--- config.mk ---
export PLATFORM = sky130hd
export DESIGN_NAME = csmsf_top
export DESIGN_NICKNAME = d
export VERILOG_FILES = /design/src/rtl/csmsf_pkg.sv /design/src/rtl/csmsf_top.sv /design/src/rtl/csmsf_tick.sv
export SDC_FILE = /design/constraint.sdc
export NUM_CORES = 2
export LEC_CHECK = 0
export BUFFER_PORTS_ARGS = -buffer_cell sky130_fd_sc_hd__buf_4
export CORE_ASPECT_RATIO = 1.25
export CORE_MARGIN = 2
export CORE_UTILIZATION = 29
export CTS_CLUSTER_SIZE = 14
export DETAILED_ROUTE_END_ITERATION = 10
export GPL_TIMING_DRIVEN = 0
export PLACE_DENSITY = 0.55
export SYNTH_ARGS = -nofsm -noshare
export SYNTH_HDL_FRONTEND = slang
export SYNTH_SLANG_ARGS = --single-unit
--- constraint.sdc ---
create_clock -name clk_i -period 78.8 [get_ports clk_i]
set_input_delay 19.7 -clock clk_i [delete_from_list [all_inputs] [get_ports clk_i]]
set_output_delay 19.7 -clock clk_i [all_outputs]
set_load 0.03 [all_outputs]
--- src/rtl/csmsf_pkg.sv ---
// Purpose: shared constants for the controller status math/scan flags block
// Assumes: 25 MHz clock, classic wishbone register access
// Notes:   offsets are byte addresses of 32-bit words
package csmsf_pkg;
    // register byte offsets
    localparam logic [7:0] ADR_STATUS2   = 8'h00; // status word two
    localparam logic [7:0] ADR_SCAN      = 8'h04; // scan time / watchdog
    localparam logic [7:0] ADR_FLAGS     = 8'h08; // overflow flags, fault
    localparam logic [7:0] ADR_MATH_OP   = 8'h0C; // operand a / b
    localparam logic [7:0] ADR_MATH_CMD  = 8'h10; // op select / result
    localparam logic [7:0] ADR_IRQ_STAT  = 8'h14; // sticky events
    localparam logic [7:0] ADR_IRQ_MASK  = 8'h18; // interrupt mask
    localparam logic [7:0] ADR_CTRL      = 8'h1C; // scan control strobes
    // status word two field positions
    localparam int BIT_REPLY_PEND  = 6;
    localparam int BIT_OUT_PEND    = 7;
    localparam int BIT_OVF_SEL     = 14;
    // flag register field positions
    localparam int BIT_ARITH_OVF   = 1;
    localparam int BIT_OVF_TRAP    = 0;
    localparam int BIT_FAULT_CLR   = 2;  // write one to drop the fault
    // control register strobe positions
    localparam int BIT_CTL_START   = 0;
    localparam int BIT_CTL_END     = 1;
    // reset values
    localparam logic [7:0]  WDOG_RESET   = 8'h0A; // ten ticks
    localparam logic        OVF_SEL_RST  = 1'b0;  // saturating by default
    // fault codes
    localparam logic [15:0] FAULT_WDOG   = 16'h0022;
    localparam logic [15:0] FAULT_MINOR  = 16'h0020;
    // math op codes
    localparam logic [1:0]  OP_ADD = 2'h0;
    localparam logic [1:0]  OP_SUB = 2'h1;
    localparam logic [1:0]  OP_MUL = 2'h2;
    localparam logic [1:0]  OP_DIV = 2'h3;
    // tick timing
    localparam int CLK_HZ      = 25_000_000;
    localparam int TICK_MS     = 10;
    localparam int TICK_CYCLES = CLK_HZ / 1000 * TICK_MS;
    // event bit positions in irq status
    localparam int EV_OVF   = 0;
    localparam int EV_FAULT = 1;
    localparam int EV_REPLY = 2;
    localparam int EV_OUT   = 3;
    localparam int EV_W     = 4;
endpackage : csmsf_pkg

--- src/rtl/csmsf_top.sv ---
// Purpose: status, overflow math and scan-time watchdog logic
// Assumes: classic wishbone slave, single clock, synchronous reset
// Notes:   math unit computes 16-bit signed ops in one cycle
// Contract
// - reply flag set on data, cleared when stored
// - outgoing flag: waiting and none transmitting
// - overflow sets arithmetic and trap flags always
// - wrap mode writes low sixteen result bits
// - saturate mode clamps to full scale
// - overflow selection defaults to saturate
// - selection ignored for double divide, math register
// - scan byte zeroed before first main rung
// - scan byte counts one per 10 ms tick
// - scan byte equal limit gives watchdog fault
// - count resolution is plus zero minus one tick
// - timed cycle covers whole program cycle
// - limit byte defaults ten, range one to max
// - trap set at program end gives fault
`timescale 1ns/10ps
`default_nettype none
module csmsf_top #(
    parameter int TICK_PERIOD = csmsf_pkg::TICK_CYCLES
) (
    input  wire logic        clk_i,
    input  wire logic        rst_i,
    input  wire logic        ce_i,
    // wishbone classic slave
    input  wire logic        cyc_i,
    input  wire logic        stb_i,
    input  wire logic        we_i,
    input  wire logic [7:0]  adr_i,
    input  wire logic [3:0]  sel_i,
    input  wire logic [31:0] dat_i,
    output logic [31:0]      dat_o,
    output logic             ack_o,
    // network side events, same clock domain
    input  wire logic        reply_rx_i,     // remote delivered reply data
    input  wire logic        reply_done_i,   // reply stored, msg updated
    input  wire logic        msg_waiting_i,  // enabled messages waiting
    input  wire logic        msg_xmit_i,     // a message transmitting
    // executor side events
    input  wire logic        scan_start_i,   // just before first main rung
    input  wire logic        prog_end_i,     // end or temporary_end executed
    // outputs
    output logic             fault_o,        // major fault declared
    output logic [15:0]      fault_code_o,
    output logic             irq_o
);
    // local names for shared constants; spelled out from the package
    // rather than imported, so a clash with a local name cannot hide
    localparam int          EV_W           = csmsf_pkg::EV_W;
    localparam int          EV_OVF         = csmsf_pkg::EV_OVF;
    localparam int          EV_FAULT       = csmsf_pkg::EV_FAULT;
    localparam int          EV_REPLY       = csmsf_pkg::EV_REPLY;
    localparam int          EV_OUT         = csmsf_pkg::EV_OUT;
    localparam int          BIT_REPLY_PEND = csmsf_pkg::BIT_REPLY_PEND;
    localparam int          BIT_OUT_PEND   = csmsf_pkg::BIT_OUT_PEND;
    localparam int          BIT_OVF_SEL    = csmsf_pkg::BIT_OVF_SEL;
    localparam int          BIT_ARITH_OVF  = csmsf_pkg::BIT_ARITH_OVF;
    localparam int          BIT_OVF_TRAP   = csmsf_pkg::BIT_OVF_TRAP;
    localparam int          BIT_FAULT_CLR  = csmsf_pkg::BIT_FAULT_CLR;
    localparam int          BIT_CTL_START  = csmsf_pkg::BIT_CTL_START;
    localparam int          BIT_CTL_END    = csmsf_pkg::BIT_CTL_END;
    localparam logic        OVF_SEL_RST    = csmsf_pkg::OVF_SEL_RST;
    localparam logic [7:0]  WDOG_RESET     = csmsf_pkg::WDOG_RESET;
    localparam logic [15:0] FAULT_WDOG     = csmsf_pkg::FAULT_WDOG;
    localparam logic [15:0] FAULT_MINOR    = csmsf_pkg::FAULT_MINOR;
    localparam logic [1:0]  OP_ADD         = csmsf_pkg::OP_ADD;
    localparam logic [1:0]  OP_SUB         = csmsf_pkg::OP_SUB;
    localparam logic [1:0]  OP_MUL         = csmsf_pkg::OP_MUL;
    localparam logic [1:0]  OP_DIV         = csmsf_pkg::OP_DIV;

    if (TICK_PERIOD < 2) begin : g_chk
        $error("csmsf_top: TICK_PERIOD must be at least 2");
    end

    // registers
    logic        reply_q;        // reply pending flag
    logic        out_q;          // outgoing message pending flag
    logic        ovf_sel_q;      // overflow selection bit
    logic [7:0]  scan_q;         // scan time byte
    logic [7:0]  wdog_q;         // watchdog limit byte
    logic        arith_ovf_q;    // arithmetic overflow flag
    logic        trap_q;         // overflow trap flag
    logic [15:0] opa_q;          // operand a
    logic [15:0] opb_q;          // operand b
    logic [15:0] dest_q;         // destination word
    logic [15:0] mreg_q;         // math register, high word / remainder
    logic [EV_W-1:0] ist_q;      // sticky interrupt status
    logic [EV_W-1:0] imask_q;    // interrupt mask
    logic        scan_run_q;     // a scan is being timed
    logic        ack_q;

    // bus decode
    wire bus_req = cyc_i & stb_i & ~ack_q;
    wire wr      = bus_req & we_i;
    wire rd      = bus_req & ~we_i;
    wire sel_s2  = (adr_i == csmsf_pkg::ADR_STATUS2);
    wire sel_sc  = (adr_i == csmsf_pkg::ADR_SCAN);
    wire sel_fl  = (adr_i == csmsf_pkg::ADR_FLAGS);
    wire sel_op  = (adr_i == csmsf_pkg::ADR_MATH_OP);
    wire sel_cmd = (adr_i == csmsf_pkg::ADR_MATH_CMD);
    wire sel_ist = (adr_i == csmsf_pkg::ADR_IRQ_STAT);
    wire sel_imk = (adr_i == csmsf_pkg::ADR_IRQ_MASK);
    wire sel_ctl = (adr_i == csmsf_pkg::ADR_CTRL);
    wire wr_s2   = wr & sel_s2 & sel_i[1];
    wire wr_wd   = wr & sel_sc & sel_i[1];
    wire wr_fl   = wr & sel_fl & sel_i[0];
    wire wr_op   = wr & sel_op;
    wire go_math = wr & sel_cmd & sel_i[0];
    wire rd_ist  = rd & sel_ist;
    wire wr_imk  = wr & sel_imk & sel_i[0];
    // software scan strobes: bit0 start, bit1 end
    wire sw_start = wr & sel_ctl & sel_i[0] & dat_i[BIT_CTL_START];
    wire sw_end   = wr & sel_ctl & sel_i[0] & dat_i[BIT_CTL_END];
    wire start    = scan_start_i | sw_start;
    wire pend     = prog_end_i | sw_end;

    // 10 ms tick, restarted with the scan so count is +0/-1 tick
    logic tick;
    csmsf_tick #(.PERIOD(TICK_PERIOD)) u_tick (
        .clk_i  (clk_i),
        .rst_i  (rst_i),
        .ce_i   (ce_i),
        .clr_i  (start),
        .tick_o (tick)
    );

    // math unit: 32-bit true result then overflow handling
    wire [1:0]         op      = dat_i[1:0];
    wire signed [15:0] sa      = opa_q;
    wire signed [15:0] sb      = opb_q;
    wire signed [31:0] r_add   = 32'(sa) + 32'(sb);
    wire signed [31:0] r_sub   = 32'(sa) - 32'(sb);
    wire signed [31:0] r_mul   = 32'(sa) * 32'(sb);
    wire               div0    = (opb_q == 16'h0000);
    wire signed [31:0] r_div   = div0 ? 32'sh0000_0000 : 32'(sa) / 32'(sb);
    wire signed [15:0] r_rem   = div0 ? 16'sh0000 : sa % sb;
    wire signed [31:0] res     = (op == OP_ADD) ? r_add :
                                 (op == OP_SUB) ? r_sub :
                                 (op == OP_MUL) ? r_mul : r_div;
    // overflow when result leaves signed 16-bit range; divide by zero too
    wire fits   = (res >= 32'shFFFF_8000) && (res <= 32'sh0000_7FFF);
    wire ovf    = ~fits | ((op == OP_DIV) & div0);
    wire [15:0] sat = res[31] ? 16'h8000 : 16'h7FFF;
    wire [15:0] dst = ~ovf ? res[15:0] :
                      ovf_sel_q ? res[15:0] : sat;
    // math register ignores selection bit
    wire [15:0] mreg = (op == OP_DIV) ? 16'(r_rem) : res[31:16];

    // watchdog and end-of-program checks
    wire wd_hit  = scan_run_q & (scan_q == wdog_q);
    wire end_hit = pend & (trap_q | (go_math & ovf));
    wire [EV_W-1:0] ev;
    assign ev[EV_OVF]   = go_math & ovf;
    assign ev[EV_FAULT] = (wd_hit | end_hit) & ~fault_o;
    assign ev[EV_REPLY] = reply_rx_i;
    assign ev[EV_OUT]   = msg_waiting_i & ~msg_xmit_i & ~out_q;
    // write data of limit byte: zero is out of range, keep one
    wire [7:0] wd_new = (dat_i[15:8] == 8'h00) ? 8'h01 : dat_i[15:8];

    // read mux
    logic [31:0] rdata;
    always_comb begin
        rdata = 32'h0000_0000;
        if (sel_s2) begin
            rdata[BIT_REPLY_PEND] = reply_q;
            rdata[BIT_OUT_PEND]   = out_q;
            rdata[BIT_OVF_SEL]    = ovf_sel_q;
        end
        if (sel_sc) rdata[15:0] = {wdog_q, scan_q};
        if (sel_fl) begin
            rdata[BIT_OVF_TRAP]  = trap_q;
            rdata[BIT_ARITH_OVF] = arith_ovf_q;
            rdata[31:16]         = fault_code_o;
        end
        if (sel_op)  rdata = {opb_q, opa_q};
        if (sel_cmd) rdata = {mreg_q, dest_q};
        if (sel_ist) rdata[EV_W-1:0] = ist_q;
        if (sel_imk) rdata[EV_W-1:0] = imask_q;
    end

    // bus answer: registered ack one cycle after the request, ack drops next cycle
    // ack_q blocks a second take while the master still holds the strobe
    always_ff @(posedge clk_i) begin
        if (rst_i) begin
            ack_q <= 1'b0;
            ack_o <= 1'b0;
            dat_o <= 32'h0000_0000;
        end else if (ce_i) begin
            ack_q <= bus_req;
            ack_o <= bus_req;
            dat_o <= rd ? rdata : 32'h0000_0000;
        end
    end

    // message flags
    // outgoing flag is a plain registered level: it drops as soon as a
    // transmission starts and returns while more messages wait
    always_ff @(posedge clk_i) begin
        if (rst_i) begin
            reply_q <= 1'b0;
            out_q   <= 1'b0;
        end else if (ce_i) begin
            // set wins over clear
            if (reply_rx_i)        reply_q <= 1'b1;
            else if (reply_done_i) reply_q <= 1'b0;
            out_q <= msg_waiting_i & ~msg_xmit_i;
        end
    end

    // overflow selection, writable by software
    // only software moves it; the program is expected to refresh it
    always_ff @(posedge clk_i) begin
        if (rst_i)
            ovf_sel_q <= OVF_SEL_RST;
        else if (ce_i && wr_s2)
            ovf_sel_q <= dat_i[BIT_OVF_SEL];
    end

    // math execution and overflow flags
    always_ff @(posedge clk_i) begin
        if (rst_i) begin
            opa_q       <= 16'h0000;
            opb_q       <= 16'h0000;
            dest_q      <= 16'h0000;
            mreg_q      <= 16'h0000;
            arith_ovf_q <= 1'b0;
            trap_q      <= 1'b0;
        end else if (ce_i) begin
            if (wr_op) begin
                opa_q <= dat_i[15:0];
                opb_q <= dat_i[31:16];
            end
            if (go_math) begin
                dest_q <= dst;
                if (op == OP_MUL || op == OP_DIV) mreg_q <= mreg;
            end
            // set wins over software clear
            if (go_math && ovf) begin
                arith_ovf_q <= 1'b1;
                trap_q      <= 1'b1;
            end else if (wr_fl) begin
                arith_ovf_q <= dat_i[BIT_ARITH_OVF];
                trap_q      <= dat_i[BIT_OVF_TRAP];
            end
        end
    end

    // scan timer: covers the whole cycle from start to next start
    // the first increment follows the start at once, so a count of n
    // means n-1 to n ticks have passed; counting halts while faulted
    always_ff @(posedge clk_i) begin
        if (rst_i) begin
            scan_q     <= 8'h00;
            scan_run_q <= 1'b0;
            wdog_q     <= WDOG_RESET;
        end else if (ce_i) begin
            if (wr_wd) wdog_q <= wd_new;
            if (start) begin
                scan_q     <= 8'h00;
                scan_run_q <= 1'b1;
            end else if (tick && scan_run_q && !fault_o) begin
                scan_q <= scan_q + 8'h01;
            end
        end
    end

    // major fault latch, cleared by writing bit 2 of flags register
    always_ff @(posedge clk_i) begin
        if (rst_i) begin
            fault_o      <= 1'b0;
            fault_code_o <= 16'h0000;
        end else if (ce_i) begin
            if (!fault_o && wd_hit) begin
                fault_o      <= 1'b1;
                fault_code_o <= FAULT_WDOG;
            end else if (!fault_o && end_hit) begin
                fault_o      <= 1'b1;
                fault_code_o <= FAULT_MINOR;
            // a clear only lands on a latched fault, never blocks a new one
            end else if (wr_fl && dat_i[BIT_FAULT_CLR]) begin
                fault_o      <= 1'b0;
                fault_code_o <= 16'h0000;
            end
        end
    end

    // interrupt status: sticky, cleared by read, set wins
    // irq uses the same next status value, so it rises with the bit
    always_ff @(posedge clk_i) begin
        if (rst_i) begin
            ist_q   <= '0;
            imask_q <= '0;
            irq_o   <= 1'b0;
        end else if (ce_i) begin
            ist_q <= (rd_ist ? '0 : ist_q) | ev;
            if (wr_imk) imask_q <= dat_i[EV_W-1:0];
            irq_o <= |(((rd_ist ? '0 : ist_q) | ev) & imask_q);
        end
    end
endmodule : csmsf_top
`default_nettype wire

--- src/rtl/csmsf_tick.sv ---
// Purpose: fixed divider yielding one single-cycle tick pulse per period
// Assumes: clock enable freezes the count
// Notes:   tick output is registered; a restart fires a tick at once
`timescale 1ns/10ps
`default_nettype none
module csmsf_tick #(
    parameter int PERIOD = csmsf_pkg::TICK_CYCLES
) (
    input  wire logic clk_i,
    input  wire logic rst_i,
    input  wire logic ce_i,
    input  wire logic clr_i,   // restart period, e.g. at scan start
    output logic      tick_o
);
    localparam int CW = $clog2(PERIOD);
    localparam logic [CW-1:0] LAST = CW'(PERIOD - 1);

    // a period below two cannot form a pulse between idle cycles
    if (PERIOD < 2) begin : g_chk
        $error("csmsf_tick: PERIOD must be at least 2");
    end

    logic [CW-1:0] cnt_q;   // cycles into current period
    wire           wrap = (cnt_q == LAST);

    // divider count and pulse, restart aligns ticks to scan start
    always_ff @(posedge clk_i) begin
        if (rst_i) begin
            cnt_q  <= '0;
            tick_o <= 1'b0;
        end else if (ce_i) begin
            if (clr_i) begin
                // tick at once, so a count of n means n-1 to n periods
                cnt_q  <= '0;
                tick_o <= 1'b1;
            end else begin
                cnt_q  <= wrap ? '0 : cnt_q + 1'b1;
                tick_o <= wrap;
            end
        end
    end
endmodule : csmsf_tick
`default_nettype wire

==> results_dict.tcl <==
set metrics [dict create \
    die_height_um 489 \
    io_buffers 88 \
    syn-cell-area_sq_mm 0.0546 \
    worst_r2r_startpoint "opb_q[1]" \
    hpwl_um 193000 \
    drt-initial-drc-count 4507 \
    worst_path_most_repeated_cell "ha_1" \
    max_stage_delay_ns 0.87 \
    cp_slowest_cell "a2111oi_1" \
    wl_um 233000 \
    syn-mean-instance-area_sq_um 7.23 \
    die_area_sq_mm 0.192 \
    yosys.cell_count.top_type "nand2_1" \
    dr_total_vias 58600 \
    min_to "dest_q[13]" \
    grt_usage_pct 23.5 \
    max_freq_mhz 13.4 \
    grt-ovfl-total 0 \
    start_kind "flop" \
    pin_count 107 \
    synth_top_cells_by_count "nand2_1, ha_1, nor2_1" \
    htreeDepth 4 \
    yosys_most_used_dff "dfxtp_1" \
    r2r-end "dest_q[15]" \
    slew_viol_final 0 \
    maxCapViolations 0 \
    timing.final.ws_setup_ns 4.06 \
    drtPass1Iterations 6 \
    fin_crit_ns 74.74 \
    r2r_cells 313 \
    antenna_found_initial 6 \
    multi_input_area_sq_mm 0.0503 \
    setup_viol 0 \
    cts_buffers 17 \
    cp_max_fo 31 \
    start_util_pct 29.1 \
    cts_sinks 149 \
    fin_skew_ns 0.0123 \
    yosysTopAreaCellShare_pct 17.9 \
    arrival_ns 75.15 \
    seq_area_frac_synth_pct 5.46 \
    cts_hold_buf 0 \
    async_reset_ff_share_pct 0 \
    finalHoldViolCount 0 \
    vias_per_cell 5.61 \
    yosysTopAreaCell "ha_1" \
    die_x_um 392 \
    syn_inst 7549 \
    finalCritPeriodShare_pct 94.9 \
    cts_buffer_depth 2 \
    fillers 20300 \
    wl_per_cell_um 22.4 \
    tightest_slew_ns 1.49 \
    fin_nets 8999 \
    drc 0 \
    placed_area_sq_mm 0.0597 \
    hold_path_depth 2 \
    grt_pass1_vias 57700 \
    grt_first_pass_wirelength_um 347000 \
    synth_edf_count 0 \
    insertion_delay_ns 0.46 \
    min_from "dest_q[13]" \
    worstPathRequired_ns 79.21 \
    end_kind "flop" \
    pre_cts_slack_ns -20.32 \
    yosys_warnings 0 \
    syn2layout_area_growth_pct 13.5 \
    hold_class "flop to flop" \
    drive_gt1_share_pct 9.32 \
    ctsRootBufferMaster "clkbuf_16" \
    clk_pin_slew_ns 0.07 \
    ys_ff_latch 149 \
    yosys-top-cells-area "ha_1, fa_1, a21oi_1, nand2_1, xnor2_1" \
    status "finished clean" \
    critPathKind "flop to flop" \
    fin_area_sq_mm 0.0620 \
    fp-row-count 178 \
    grt_max_degree 38 \
    slew_headroom_pct 0.616 \
    gp_routability_congestion 1.02 \
    rsz0062_at_grt "no" \
    regArea_sq_mm 0.00299 \
    synth_cell_types 112 \
    antenna_left 0 \
    rrSetupSlack_ns 4.06 \
    cts_tree "built" \
    core_area_sq_mm 0.188 \
]
cells in the final DEF (no fill, tap or decap), types with 56 or more instances in the layout:
master,count
nor2b_1,85
nand4_1,84
nor3_1,187
o211ai_1,56
xnor2_1,341
nand3_1,176
mux2i_1,63
nor2_1,756
ha_1,782
inv_1,507
clkbuf_1,152
a211oi_1,59
mux2_2,108
conb_1,166
or3_1,69
a21oi_1,627
dfxtp_1,146
buf_4,157
fa_1,265
o21ai_0,335
nand2b_1,74
o21a_1,154
o21bai_1,60
a21o_1,208
and2_1,96
nand2_1,809
xor2_1,211
a31oi_1,79
worst max-delay path, delay by kind of cell (launching register included):
family	cells	cell delay, ns
muxes	13	4.17
adders and majority gates	32	9.53
DFF	1	0.49
and+or+nand+nor	82	16.74
buffers and inverters	46	10.65
AOI/OAI and AO/OA	138	32.43
xor gates and xnor gates	2	0.32
repair_timing:
item	in CTS	in global routing
setup endpoints to repair	30	30
cloned	0	0
buffers inserted	25	26
resized for setup	211	188
pin swaps	17	18
cell families after synthesis:
group                    Yosys count  synth area share (%)
AO/OA/AOI/OAI                   2162                  26.1
multiplexers                     176                  3.51
buffers and inverters            817                  5.79
adder cells (fa/ha/maj)         1047                  27.6
flip-flops                       149                  5.46
other                              2                0.0138
XOR/XNOR                         562                  9.03
AND/OR/NAND/NOR                 2634                  22.5
routing by layer:
metal	wire length, um	up-vias	GRT usage, %
met5	45	-	0
met4	15600	6	13.4
met3	12400	605	2.06
met2	114000	2062	42.4
met1	90700	28200	26.9
li1	-	27700	-
layout make-up:
cell class / instances / area share (%)
multi-input combinational: 6747 / 81.1
tap: 2520 / 5.09
sequential: 149 / 4.82
inverter: 519 / 3.16
timing repair buffer: 175 / 2.64
buffer: 287 / 2.22
clock buffer: 17 / 0.686
clock inverter: 15 / 0.285
antenna: 4 / 0.0161
registers in the layout (all words and copies together), names as in the netlist:
signal,count
reply_q,1
opa_q,16
ack_q,1
imask_q,4
dat_o,32
trap_q,1
opb_q,16
u_tick.tick_o,1
dest_q,16
out_q,1
scan_q,8
ovf_sel_q,1
fault_o,1
mreg_q,16
wdog_q,8
ist_q,4
fault_code_o,1
u_tick.cnt_q,18
arith_ovf_q,1
scan_run_q,1
irq_o,1
metrics by stage:
stage	TNS, ns	hold slack [ns]	utilization [%]	instances
floorplan	0	0.429	-	7713
global placement	-830.38	0.443	31.5	10300
detailed placement	-579.28	0.445	31.8	10400
CTS	0	0.454	32.7	10400
global route	0	0.492	33.1	10400
finish	0	0.458	33.1	10400
worst max path at each step:
stage | cells after the start | from | to | slack, ns
after CTS | 319 | opb_q[1] | dest_q[0] | 0.02
after detailed placement | 293 | opb_q[1] | dest_q[2] | -20.32
after global routing | 326 | opb_q[1] | dest_q[0] | 0.03
after floorplan | 306 | opb_q[0] | dest_q[0] | 7.74
final | 313 | opb_q[1] | dest_q[15] | 4.06
after global placement | 294 | opb_q[0] | dest_q[2] | -28.90
Power is not shown: default switching activity piles up to over one toggle a cycle in this logic, so the estimate is an artifact.
